**src/hdl/dgram_pkg.sv**
```systemverilog
// Shared constants and types for the datagram slave.
// Assumes a single 40 MHz clock; stream bytes arrive synchronous to it.
package dgram_pkg;
    // Clock and free-running sample timer
    localparam int CLK_MHZ = 40;
    localparam int FREE_PERIOD_US = 100;
    localparam int FREE_CYC = FREE_PERIOD_US * CLK_MHZ;
    // Datagram layout
    localparam logic [10:0] HDR_LAST = 11'h009;
    localparam logic [10:0] ADDR_B0 = 11'h002;
    localparam logic [10:0] ADDR_B1 = 11'h003;
    localparam logic [10:0] ADDR_B2 = 11'h004;
    localparam logic [10:0] ADDR_B3 = 11'h005;
    localparam logic [10:0] LEN_B0 = 11'h006;
    localparam logic [10:0] LEN_B1 = 11'h007;
    localparam logic [10:0] SEL_B = 11'h008;
    // Command codes
    localparam logic [7:0] CMD_POS_RD = 8'h01;
    localparam logic [7:0] CMD_POS_WR = 8'h02;
    localparam logic [7:0] CMD_FIX_RD = 8'h04;
    localparam logic [7:0] CMD_FIX_WR = 8'h05;
    localparam logic [7:0] CMD_LOG_RD = 8'h0a;
    localparam logic [7:0] CMD_LOG_WR = 8'h0b;
    // Local memory: input image bytes 0..3, general bytes 4..15
    localparam logic [15:0] IMG_BYTES = 16'h0004;
    localparam logic [15:0] MEM_BYTES = 16'h0010;
    localparam logic [15:0] NODE_OFS = 16'h0010;
    localparam logic [31:0] LOG_BASE_RST = 32'h00010000;
    localparam logic [15:0] NODE_RST = 16'h0000;
    localparam logic [31:0] SHIFT_TIME_RST = 32'h00000fa0;
    localparam logic [31:0] CALC_COPY_RST = 32'h000007d0;
    typedef enum logic [1:0] {
        S_IDLE = 2'b00, S_HDR = 2'b01, S_DATA = 2'b10, S_WKC = 2'b11
    } parse_state_type;
    typedef enum logic [1:0] {
        M_FREE = 2'b00, M_SMEV = 2'b01, M_DC = 2'b10
    } sync_mode_type;
endpackage

```
**src/hdl/dgram_slave.sv**
```systemverilog
// Datagram slave: on-the-fly datagram processing, ring closure and sample timing.
// Assumes byte streams with sof/eof marks, synchronous to I_SYS_CLK.
`timescale 1ns/1ps

module stream_fifo #(
    parameter int WIDTH = 10,
    parameter int DEPTH = 32,
    parameter int AFULL_MARGIN = 3
) (
    input wire logic clk,
    input wire logic rst_n,
    // Fill side
    input wire logic i_valid,
    output logic o_ready,
    input wire logic [WIDTH-1:0] i_data,
    // Drain side
    output logic o_valid,
    input wire logic i_ready,
    output logic [WIDTH-1:0] o_data,
    output logic o_afull
);
    localparam int AW = $clog2(DEPTH);
    logic [WIDTH-1:0] mem [DEPTH];
    logic [AW-1:0] wp_q, rp_q;
    logic [AW:0] cnt_q;
    logic push, pop;

    assign o_ready = (cnt_q != (AW+1)'(DEPTH));
    assign o_valid = (cnt_q != '0);
    assign push = i_valid && o_ready;
    assign pop = o_valid && i_ready;
    assign o_data = mem[rp_q];
    assign o_afull = (cnt_q >= (AW+1)'(DEPTH - AFULL_MARGIN));

    // Pointers and count; storage has no reset
    always_ff @(posedge clk or negedge rst_n) begin
        if (!rst_n) begin
            wp_q <= '0;
            rp_q <= '0;
            cnt_q <= '0;
        end else begin
            if (push) begin
                wp_q <= wp_q + 1'b1;
            end
            if (pop) begin
                rp_q <= rp_q + 1'b1;
            end
            cnt_q <= cnt_q + (AW+1)'(push) - (AW+1)'(pop);
        end
    end

    // Storage write
    always_ff @(posedge clk) begin
        if (push) begin
            mem[wp_q] <= i_data;
        end
    end
endmodule

module dgram_slave #(
    parameter logic [31:0] LOG_BASE = dgram_pkg::LOG_BASE_RST,
    parameter logic [31:0] SHIFT_TIME = dgram_pkg::SHIFT_TIME_RST,
    parameter logic [31:0] CALC_COPY = dgram_pkg::CALC_COPY_RST
) (
    // Clock and reset
    input wire logic I_SYS_CLK,
    input wire logic I_RESET_N,
    // Upstream receive (from master side)
    input wire logic i_UP_RX_VALID,
    input wire logic [7:0] i_UP_RX_DATA,
    input wire logic i_UP_RX_SOF,
    input wire logic i_UP_RX_EOF,
    output logic o_UP_RX_READY,
    // Upstream transmit (towards master)
    output logic o_UP_TX_VALID,
    output logic [7:0] o_UP_TX_DATA,
    output logic o_UP_TX_SOF,
    output logic o_UP_TX_EOF,
    input wire logic i_UP_TX_READY,
    // Downstream transmit and return receive
    output logic o_DN_TX_VALID,
    output logic [7:0] o_DN_TX_DATA,
    output logic o_DN_TX_SOF,
    output logic o_DN_TX_EOF,
    input wire logic i_DN_TX_READY,
    output logic o_DN_CARRIER,
    input wire logic i_DN_RX_VALID,
    input wire logic [7:0] i_DN_RX_DATA,
    input wire logic i_DN_RX_SOF,
    input wire logic i_DN_RX_EOF,
    // Link presence
    input wire logic i_UP_LINK,
    input wire logic i_DN_LINK,
    output logic o_UP_LINK,
    output logic o_DN_LINK,
    output logic o_LOOPED,
    // Sampling
    input wire logic [1:0] i_SYNC_MODE,
    input wire logic i_CFG_LOAD,
    input wire logic i_CYCLIC_RUN,
    input wire logic i_DC_SYNC,
    input wire logic [31:0] i_POSITION,
    output logic [31:0] o_IMAGE,
    output logic o_SAMPLE_STROBE,
    output logic [15:0] o_NODE_ADDR,
    output logic [31:0] o_SHIFT_TIME,
    output logic [31:0] o_CALC_COPY_TIME
);
    import dgram_pkg::*;

    typedef struct packed {
        parse_state_type st;
        logic [10:0] bcnt;
        logic [10:0] dlen;
        logic more;
        logic [7:0] cmd;
        logic [31:0] addr;
        logic sel;
        logic carry;
        logic wcarry;
        logic sm_hit;
        logic [11:0][7:0] ram;
        logic [15:0] node;
        logic [31:0] img;
        logic [31:0] pend;
        logic pend_v;
        logic strobe;
        sync_mode_type mode;
        logic [11:0] tmr;
        logic pv, psof, peof;
        logic [7:0] pd;
        logic rdy;
        logic loop, busy;
        logic up_link, dn_link;
        logic dn_v, dn_sof, dn_eof;
        logic [7:0] dn_d;
        logic up_v, up_sof, up_eof;
        logic [7:0] up_d;
    } state_type;

    state_type s_q, s_d;
    logic [1:0] rs_q;
    logic rst_n;
    logic acc, f_v, f_rdy, afull, in_rdy, pop_dn, pop_up, trig, sm_evt;
    logic is_pos, is_fix, is_log, is_rd, is_wr;
    parse_state_type cur;
    logic [10:0] b;
    logic [15:0] loff, idx;
    logic [9:0] f_data;

    // Reset release through two flops
    always_ff @(posedge I_SYS_CLK or negedge I_RESET_N) begin
        if (!I_RESET_N) begin
            rs_q <= 2'b00;
        end else begin
            rs_q <= {rs_q[0], 1'b1};
        end
    end
    assign rst_n = rs_q[1];

    // Command decode and local offset
    assign is_pos = (s_q.cmd == CMD_POS_RD) || (s_q.cmd == CMD_POS_WR);
    assign is_fix = (s_q.cmd == CMD_FIX_RD) || (s_q.cmd == CMD_FIX_WR);
    assign is_log = (s_q.cmd == CMD_LOG_RD) || (s_q.cmd == CMD_LOG_WR);
    assign is_rd = (s_q.cmd == CMD_POS_RD) || (s_q.cmd == CMD_FIX_RD) || (s_q.cmd == CMD_LOG_RD);
    assign is_wr = (s_q.cmd == CMD_POS_WR) || (s_q.cmd == CMD_FIX_WR) || (s_q.cmd == CMD_LOG_WR);
    assign loff = is_log ? {12'h000, s_q.addr[3:0]} : s_q.addr[31:16];
    assign idx = loff + {5'h00, s_q.bcnt};
    assign acc = i_UP_RX_VALID && s_q.rdy;
    // A start mark always restarts parsing at the command byte
    assign cur = (acc && i_UP_RX_SOF) ? S_HDR : s_q.st;
    assign b = (acc && i_UP_RX_SOF) ? 11'h000 : s_q.bcnt;

    // Port routing from the FIFO
    assign pop_dn = f_v && !s_q.loop && (!s_q.dn_v || i_DN_TX_READY);
    assign pop_up = f_v && s_q.loop && (!s_q.up_v || i_UP_TX_READY);
    assign f_rdy = s_q.loop ? (!s_q.up_v || i_UP_TX_READY) : (!s_q.dn_v || i_DN_TX_READY);
    assign sm_evt = acc && i_UP_RX_EOF && s_q.sm_hit;
    assign trig = (s_q.mode == M_FREE) ? (s_q.tmr == 12'(FREE_CYC - 1)) :
                  (s_q.mode == M_SMEV) ? sm_evt : i_DC_SYNC;

    // Read byte from the local map; unmapped bytes pass through
    function automatic logic [7:0] rd_byte(input state_type s, input logic [15:0] a, input logic [7:0] dflt);
        logic [7:0] r;
        r = dflt;
        if (a < IMG_BYTES) begin
            r = s.img[a[1:0]*8 +: 8];
        end else if (a < MEM_BYTES) begin
            r = s.ram[a[3:0] - 4'h4];
        end else if (a == NODE_OFS) begin
            r = s.node[7:0];
        end else if (a == NODE_OFS + 16'h0001) begin
            r = s.node[15:8];
        end
        return r;
    endfunction

    // Next-state logic
    always_comb begin
        s_d = s_q;
        s_d.pv = 1'b0;
        s_d.strobe = 1'b0;
        s_d.rdy = !afull;
        s_d.up_link = i_UP_LINK;
        s_d.dn_link = i_DN_LINK;
        if (acc) begin
            s_d.pv = 1'b1;
            s_d.pd = i_UP_RX_DATA;
            s_d.psof = i_UP_RX_SOF;
            s_d.peof = i_UP_RX_EOF;
            s_d.bcnt = b + 11'h001;
            s_d.st = cur;
            unique case (cur)
                S_IDLE: begin
                    s_d.bcnt = 11'h000;
                end
                S_HDR: begin
                    // address bytes captured, meaning by command
                    if (b == 11'h000) begin
                        s_d.cmd = i_UP_RX_DATA;
                        s_d.sel = 1'b0;
                        if (i_UP_RX_SOF) begin
                            s_d.sm_hit = 1'b0;
                        end
                    end else if (b >= ADDR_B0 && b <= ADDR_B3) begin
                        // Byte lane kept to two bits so the wrap from 3 to 0 stays in range
                        s_d.addr[{b[1:0] - 2'd2, 3'b000} +: 8] = i_UP_RX_DATA;
                    end else if (b == LEN_B0) begin
                        s_d.dlen[7:0] = i_UP_RX_DATA;
                    end else if (b == LEN_B1) begin
                        s_d.dlen[10:8] = i_UP_RX_DATA[2:0];
                        s_d.more = i_UP_RX_DATA[7];
                    end
                    if (is_pos && b == ADDR_B0) begin
                        s_d.pd = i_UP_RX_DATA + 8'h01;
                        s_d.carry = (i_UP_RX_DATA == 8'hff);
                    end else if (is_pos && b == ADDR_B1) begin
                        s_d.pd = i_UP_RX_DATA + {7'h00, s_q.carry};
                    end
                    if (b == SEL_B) begin
                        s_d.sel = (is_pos && s_q.addr[15:0] == 16'h0000) ||
                                  (is_fix && s_q.addr[15:0] == s_q.node) ||
                                  (is_log && s_q.addr[31:4] == LOG_BASE[31:4]);
                    end
                    if (b == HDR_LAST) begin
                        s_d.bcnt = 11'h000;
                        s_d.st = (s_q.dlen == 11'h000) ? S_WKC : S_DATA;
                    end
                end
                S_DATA: begin
                    if (s_q.sel && is_rd) begin
                        s_d.pd = rd_byte(s_q, idx, i_UP_RX_DATA);
                        if (idx < IMG_BYTES) begin
                            s_d.sm_hit = 1'b1;
                        end
                    end
                    if (s_q.sel && is_wr) begin
                        if (idx >= IMG_BYTES && idx < MEM_BYTES) begin
                            s_d.ram[idx[3:0] - 4'h4] = i_UP_RX_DATA;
                        end
                        // node address set by configuration write
                        if (idx == NODE_OFS) begin
                            s_d.node[7:0] = i_UP_RX_DATA;
                        end else if (idx == NODE_OFS + 16'h0001) begin
                            s_d.node[15:8] = i_UP_RX_DATA;
                        end
                    end
                    if (s_q.bcnt == s_q.dlen - 11'h001) begin
                        s_d.bcnt = 11'h000;
                        s_d.st = S_WKC;
                    end
                end
                S_WKC: begin
                    if (b == 11'h000) begin
                        s_d.pd = i_UP_RX_DATA + {7'h00, s_q.sel};
                        s_d.wcarry = s_q.sel && (i_UP_RX_DATA == 8'hff);
                    end else begin
                        s_d.pd = i_UP_RX_DATA + {7'h00, s_q.wcarry};
                        s_d.bcnt = 11'h000;
                        s_d.st = s_q.more ? S_HDR : S_IDLE;
                    end
                end
            endcase
            if (i_UP_RX_EOF) begin
                s_d.st = S_IDLE;
            end
        end
        if (i_CFG_LOAD && !i_CYCLIC_RUN && i_SYNC_MODE != 2'b11) begin
            s_d.mode = sync_mode_type'(i_SYNC_MODE);
        end
        s_d.tmr = (s_q.tmr == 12'(FREE_CYC - 1)) ? 12'h000 : s_q.tmr + 12'h001;
        if (s_q.pend_v && s_q.st == S_IDLE && !acc) begin
            s_d.img = s_q.pend;
            s_d.pend_v = 1'b0;
            s_d.strobe = 1'b1;
        end
        // trigger per latched mode; new sample beats commit
        if (trig) begin
            s_d.pend = i_POSITION;
            s_d.pend_v = 1'b1;
        end
        // Output holding registers drain on ready
        if (s_q.dn_v && i_DN_TX_READY) begin
            s_d.dn_v = 1'b0;
        end
        if (s_q.up_v && i_UP_TX_READY) begin
            s_d.up_v = 1'b0;
        end
        if (pop_dn) begin
            {s_d.dn_sof, s_d.dn_eof, s_d.dn_d} = f_data;
            s_d.dn_v = 1'b1;
        end
        // looped node returns processed frame upstream
        if (pop_up) begin
            {s_d.up_sof, s_d.up_eof, s_d.up_d} = f_data;
            s_d.up_v = 1'b1;
        end else if (!s_q.loop && i_DN_RX_VALID) begin
            // Return traffic from downstream is relayed without stalling
            s_d.up_d = i_DN_RX_DATA;
            s_d.up_sof = i_DN_RX_SOF;
            s_d.up_eof = i_DN_RX_EOF;
            s_d.up_v = 1'b1;
        end
        if (pop_dn || pop_up) begin
            s_d.busy = (s_q.busy || f_data[9]) && !f_data[8];
        end
        // switch only between frames, never mid-frame
        if (!s_q.busy && !(pop_dn || pop_up)) begin
            s_d.loop = !s_q.dn_link;
        end
    end

    // State register
    always_ff @(posedge I_SYS_CLK or negedge rst_n) begin
        if (!rst_n) begin
            s_q <= '0;
            s_q.node <= NODE_RST;
            s_q.loop <= 1'b1;
            s_q.mode <= M_FREE;
            s_q.st <= S_IDLE;
        end else begin
            s_q <= s_d;
        end
    end

    // Frame FIFO between processing and transmit; rx ready leaves slack for the stage
    stream_fifo #(.WIDTH(10), .DEPTH(32), .AFULL_MARGIN(3)) u_fifo (
        .clk(I_SYS_CLK),
        .rst_n(rst_n),
        .i_valid(s_q.pv),
        .o_ready(in_rdy),
        .i_data({s_q.psof, s_q.peof, s_q.pd}),
        .o_valid(f_v),
        .i_ready(f_rdy),
        .o_data(f_data),
        .o_afull(afull)
    );

    // hardware-only path, outputs straight from flops except the two timing parameters
    assign o_UP_RX_READY = s_q.rdy;
    assign o_UP_TX_VALID = s_q.up_v;
    assign o_UP_TX_DATA = s_q.up_d;
    assign o_UP_TX_SOF = s_q.up_sof;
    assign o_UP_TX_EOF = s_q.up_eof;
    assign o_DN_TX_VALID = s_q.dn_v;
    assign o_DN_TX_DATA = s_q.dn_d;
    assign o_DN_TX_SOF = s_q.dn_sof;
    assign o_DN_TX_EOF = s_q.dn_eof;
    assign o_DN_CARRIER = s_q.loop;
    assign o_UP_LINK = s_q.up_link;
    assign o_DN_LINK = s_q.dn_link;
    assign o_LOOPED = s_q.loop;
    assign o_IMAGE = s_q.img;
    assign o_SAMPLE_STROBE = s_q.strobe;
    assign o_NODE_ADDR = s_q.node;
    assign o_SHIFT_TIME = SHIFT_TIME;
    assign o_CALC_COPY_TIME = CALC_COPY;
endmodule

```
**config.mk**
```make
export PLATFORM = sky130hd
export DESIGN_NAME = dgram_slave
export DESIGN_NICKNAME = d
export VERILOG_FILES = /design/src/hdl/dgram_pkg.sv /design/src/hdl/dgram_slave.sv
export SDC_FILE = /design/constraint.sdc
export NUM_CORES = 1
export LEC_CHECK = 0
export BUFFER_PORTS_ARGS = -buffer_cell sky130_fd_sc_hd__buf_2
export CORE_MARGIN = 4
export CORE_UTILIZATION = 30
export DETAILED_ROUTE_END_ITERATION = 7
export PLACE_DENSITY_LB_ADDON = 0.2
export SLEW_MARGIN = 20
export SYNTH_ARGS = -nofsm -noshare
export SYNTH_HDL_FRONTEND = slang
export SYNTH_SLANG_ARGS = --single-unit
```
**constraint.sdc**
```tcl
create_clock -name I_SYS_CLK -period 28.4 [get_ports I_SYS_CLK]
set_input_delay 1.42 -clock I_SYS_CLK [delete_from_list [all_inputs] [get_ports I_SYS_CLK]]
set_output_delay 1.42 -clock I_SYS_CLK [all_outputs]
set_load 0.01 [all_outputs]
```
* Word-level counts from Yosys, hierarchy flattened
Memory sizes are Yosys's and may differ from the RTL's.
Cells that the tools add are included.
** Storage, ports and cells
- Latch bits :: 0
- Memories kept :: 1
- ROM bits :: 0
- RAM bits :: 320
- Flip-flop bits (word level) :: 317
** Operators by class
- Multiplexer cells :: 47
- Bitwise logic cells :: 4
- $add $sub $neg :: 15
- Shift-type cells :: 3
- $lt $le $gt $ge :: 8
- Divide/modulo/power cells :: 0
- Multiply operators :: 0
- Reductions and logical operators :: 77
- Eq/ne operators :: 29
** Memory list
- u_fifo.mem :: words 32, width 10, read ports 1, clocked after memory_dff 0, wr ports 1, line dgram_slave.sv:23 : logic [WIDTH-1:0] mem [DEPTH];
** Operators with widths (number)
- $bwmux W96 :: 1
- $mux W8 :: 10
- $mux W11 :: 5
- $pmux W11 S4 :: 1
- $mux W13 :: 3
- $bmux W8 S4 :: 1
- $bwmux W32 :: 1
- $demux W8 S4 :: 1
- $eq A16 B5 Y1 const B :: 2
- $shift A8 B7 Y32 const A :: 1
- $shiftx A32 B6 Y8 :: 1
- $shiftx A8 B7 Y32 :: 1
- $logic_and A1 B1 Y1 :: 30
- $eq A28 B13 Y1 const B :: 1
- $add A8 B1 Y8 :: 3
- $pmux W8 S3 :: 1
- $eq A11 B2 Y1 const B :: 2
- $eq A11 B3 Y1 const B :: 2
- $eq A11 B4 Y1 const B :: 2
- $logic_not A11 Y1 :: 2
- $add A16 B11 Y16 :: 1
- $eq A16 B16 Y1 :: 1
- $eq A8 B3 Y1 const B :: 2
- $eq A8 B4 Y1 const B :: 2
- 45 further kinds :: 106

* Longest topological paths before layout
- Depth in word-level cells :: 12
- Mapped depth :: 20
- Gate-level depth less buffers :: 17

* Cells and area by module
A second synthesis with hierarchy kept.
** Second synthesis, totals
- Cells, all modules :: 2258
- Area total of the unflattened synthesis :: 30088.9 um^2
** By module, submodules not included
- dgram_slave :: cells each 1597, seq. area each 7533.5 um^2, area each 16759.8 um^2, instances 1
- stream_fifo :: cells each 661, seq. area each 10009.6 um^2, area each 13329.0 um^2, instances 1

* Least setup slack after synthesis
OpenSTA, ideal clock, no wires.
- Path type :: input port to flip-flop
- Start point :: input port i_UP_RX_VALID
- End point :: register s_q[33] (netlist bit)
- Data arrival time :: 4.489 ns
- Path slack :: 23.772 ns
- Required time :: 28.260 ns
- Stages on the path :: 19
- Cell sequence :: nand2_1 inv_1 clkbuf_1 nand2_1 nand2_1 clkbuf_1 ha_1 and2_1 clkbuf_1 mux2_2 ha_1 ha_1 nand3_1 xnor2_1 a22oi_1 nor3_1 a211oi_1 o211a_1 a22oi_1
** Between the ends
- Cells in the longest elaborated chain, start to end :: 8
- Elaborated cells on any way between the ends :: 16
- Those cells by class :: eq/ne (5); mux (6); reduce/logical (5)
** RTL lines
- start, declared :: line dgram_slave.sv:69 : input wire logic i_UP_RX_VALID,
- $logic_and A1 B1 Y1 (*) :: line dgram_slave.sv:169 : assign acc = i_UP_RX_VALID && s_q.rdy;
- $logic_and A1 B1 Y1 :: line dgram_slave.sv:171, dgram_slave.sv:172
- $mux W11 :: line dgram_slave.sv:172 : assign b = (acc && i_UP_RX_SOF) ? 11'h000 : s_q.bcnt;
- $eq A11 B2 Y1 :: line dgram_slave.sv:237 : end else if (is_pos && b == ADDR_B1) begin
- $logic_and A1 B1 Y1 :: line dgram_slave.sv:237
- $mux W8 :: line dgram_slave.sv:237
- $mux W8 :: line dgram_slave.sv:234 : if (is_pos && b == ADDR_B0) begin
- $pmux W8 S3 :: line dgram_slave.sv:213 : unique case (cur)
- end, declared :: line dgram_slave.sv:141 : state_type s_q, s_d;
Every way passes the cells marked *; elsewhere a longest branch is shown, timed or not.
A chain may end at the register's enable or synchronous reset.

* Final worst setup path
- Start point :: register s_q[271] (netlist bit)
- End point :: register s_q[205] (netlist bit)
** Between the ends
- Cells in the longest elaborated chain, start to end :: 10
- Elaborated cells on any way between the ends :: 21
- Those cells by class :: add/sub (2); order compare (4); eq/ne (4); mux (4); reduce/logical (7)
** RTL lines
- $eq A8 B4 Y1 (on tied branches) :: line dgram_slave.sv:164, dgram_slave.sv:166
- $logic_or A1 B1 Y1 :: line dgram_slave.sv:164 : assign is_log = (s_q.cmd == CMD_LOG_RD) || (s_q.cmd == CMD_LOG_WR);
- $mux W16 :: line dgram_slave.sv:167 : assign loff = is_log ? {12'h000, s_q.addr[3:0]} : s_q.addr[31:16];
- $add A16 B11 Y16 :: line dgram_slave.sv:168 : assign idx = loff + {5'h00, s_q.bcnt};
- $sub A4 B3 Y4 :: line dgram_slave.sv:259 : s_d.ram[idx[3:0] - 4'h4] = i_UP_RX_DATA;
- $lt A4 B5 Y1 (implied by the code) / $ge A4 B1 Y1 (equally long branches) :: line dgram_slave.sv:259
- $logic_and A1 B1 Y1 (implied by the code) :: line dgram_slave.sv:259
- $mux W8 (implied by the code) :: line dgram_slave.sv:259
- $demux W8 S4 :: line dgram_slave.sv:259
- $bwmux W96 :: line dgram_slave.sv:259
Parallel ways exist; a longest one is shown, timed or not.

==> flow_metrics.tcl <==
set metrics [dict create \
    p_clk_share_pct 30.1 \
    cp_cell_sequence "nor4_2 -> nand2_1 -> and2_1 -> ha_1 -> a21oi_1 -> o21ai_0 -> or3_1 -> o221ai_1 -> xor2_1 -> a2111oi_4 -> nand2_1 -> nor3_2 -> mux2_2" \
    wl_mm 77.9 \
    io_buffers 140 \
    rows 115 \
    power_leakage_uw 0.0134 \
    rsz0062_at_grt "no" \
    cts_made_buffers 75 \
    routedWlPerCell_um 22.1 \
    r2r-end "s_q[205]" \
    final.setup.tns_ps 0 \
    grt_max_degree 75 \
    first_global_vias 18300 \
    power_frac_seq_pct 38.4 \
    ys.flop_type "edfxtp_1" \
    clock_sinks 637 \
    yosysTopAreaCell "edfxtp_1" \
    yosysWarnings 0 \
    nNetsFinal 2286 \
    synth_cells 2093 \
    hp-class "flip-flop to flip-flop" \
    synth_area_leaders "edfxtp_1 (32%), dfrtp_1 (27%), mux4_2 (10%)" \
    status "finished, final reports clean" \
    fillers 9488 \
    fin_crit_sh_pct 20.8 \
    globalRouteTotalUtil_pct 15.0 \
    grt-ovfl-total 0 \
    io_pins 205 \
    timing.rr.start "s_q[271]" \
    drv_cap 0 \
    crit_fanout 22 \
    drive_gt1_share_pct 30.3 \
    detail-route-antenna-nets 0 \
    num_vias 17400 \
    final_cell_mix "edfxtp_1 (320), dfrtp_1 (308), mux2_2 (211)" \
    drc 0 \
    die_height_um 322 \
    max_freq_ghz 0.169 \
    final-max-slew-violation-count 0 \
    syn_area_per_cell_um2 14.2 \
    dp_hpwl_mm 51.2 \
    place_inst 3381 \
    p_int_uw 2210 \
    setup_violations 0 \
    insertion_delay_ps 630 \
    yosysSeqAreaShare_pct 59.2 \
    cp_top_family "simple AND/OR/NAND/NOR gates" \
    core_area_um2 98300 \
    min_from "rs_q[0]" \
    p_per_area_nw_per_um2 99.1 \
    hold_violations 0 \
    cts_root_buf "clkbuf_16" \
    first_iter_violations 1276 \
    synth_edf_count 320 \
    seqCellArea_um2 17600 \
    cts_buffer_depth 3 \
    relSlewSlack_pct 27.0 \
    die-area_um2 104000 \
    final_common_cell "edfxtp_1" \
    syn2layout_area_growth_pct 14.0 \
    start_kind "flip-flop" \
    period_minus_slack_ps 5910 \
    grt_pass1_wl_mm 118 \
    cp-end-kind "flip-flop" \
    post-route-util_pct 34.4 \
    power.share.combinational_pct 31.5 \
    crit_buf_inv 0 \
    postCtsSetupBuffers 0 \
    cts_tree "built" \
    ir_drop_v 0.0000506 \
    ys_types 77 \
    multiInputGateArea_um2 10900 \
    cts_resized 0 \
    min_to "rs_q[1]" \
    synth_top_area_share_pct 32.4 \
    gp_congestion 0.820 \
    critical_path_arrival_ps 6410 \
    required_ps 28900 \
    ys_seq_elements 637 \
    antenna_found_initial 5 \
    async_flop_share_pct 49.8 \
    htreeDepth 3 \
    power.switching_uw 1150 \
    layoutNonFillerInstCount 3524 \
    clk_pin_slew_ps 60 \
    holdPathStages 0 \
    critPathKind "flip-flop to flip-flop" \
    start_util_pct 30.2 \
    die_x_um 322 \
    reg2reg_setup_slack_ps 22490 \
    cts_hold_buf 0 \
    tightest_slew_ps 1090 \
    slowest_delay_ps 790 \
    critPathSlowestCell "nor3_2" \
    p_sw_share_pct 34.2 \
    r2r_cells 13 \
    firstDrtPassIters 7 \
    clock_skew_ps 22.8 \
    netlist_area_um2 29700 \
    cpMostUsedCell "nand2_1" \
    viasPerCell 4.94 \
]
power by group through the flow:
stage / Clock [uW] / Sequential [uW] / Combinational [uW]
2_1_floorplan: 0 / 1250 / 778
3_3_place_gp: 0 / 1320 / 1050
3_5_place_dp: 0 / 1320 / 1060
4_1_cts: 1050 / 1310 / 1070
5_1_grt: 1080 / 1310 / 1150
6_report: 1010 / 1290 / 1050
how the worst max path moves through the flow:
stage | cells after the start | start | slack, ps | to
2_1_floorplan | 0 | rs_q[1] | 18910 | o_DN_LINK
3_3_place_gp | 14 | i_UP_RX_VALID | 22520 | s_q[31]
3_5_place_dp | 14 | i_UP_RX_VALID | 22270 | s_q[31]
4_1_cts | 13 | s_q[271] | 22500 | s_q[205]
5_1_grt | 13 | s_q[271] | 22060 | s_q[198]
6_report | 13 | s_q[271] | 22490 | s_q[205]
synthesized netlist by cell type, drive strengths merged (38+ instances only):
cell	count
clkbuf	88
buf	146
nand3	38
dfrtp	316
ha	47
mux2	213
edfxtp	320
inv	38
o21ai	79
a21oi	46
mux4	132
nand2	165
nor2	122
flip-flops by register name, indices dropped and copies added (netlist names), 2 cells and up:
name	flops
o_NODE_ADDR	16
u_fifo.cnt_q	6
u_fifo.rp_q	5
o_IMAGE	32
o_UP_TX_DATA	8
o_DN_TX_DATA	8
rs_q	2
s_q	224
u_fifo.wp_q	5
u_fifo.mem	320
final cells by class:
type | instances | area share [%]
repair buffers | 173 | 2.85
flip-flops and latches | 637 | 51.9
clock inverters | 38 | 1.55
multi-input cells | 1247 | 32.2
diodes | 5 | 0.0370
inverters | 38 | 0.422
well taps | 1287 | 4.76
clock buffers | 99 | 6.27
through the flow:
step	area, um^2	total power, uW	hold WS (ps)	worst slack, ps
finish	33800	3350	361	22490
floorplan	29900	2020	331	18910
CTS	33800	3420	360	22500
global route	33800	3550	386	22060
detailed placement	31100	2390	339	22270
global placement	31100	2370	342	22520
cell families after synthesis:
family | after synthesis | share of synthesized area (%)
AND/OR/NAND/NOR | 479 | 7.98
multiplexers | 356 | 18.5
flip-flops | 637 | 59.2
AO/OA/AOI/OAI | 232 | 5.17
XOR/XNOR | 66 | 1.95
adder cells (fa/ha/maj) | 49 | 2.12
other | 2 | 0.0253
buffers and inverters | 272 | 5.10
per-layer routing:
metal,share of wire (%),global-route usage [%],vias up
met5,0,0,-
met4,2.1,3.91,0
met3,4.6,2.96,91
met2,49,25.2,401
met1,44,19.9,9094
li1,-,-,7812
No activity file was read; power rests on OpenSTA's default activity.
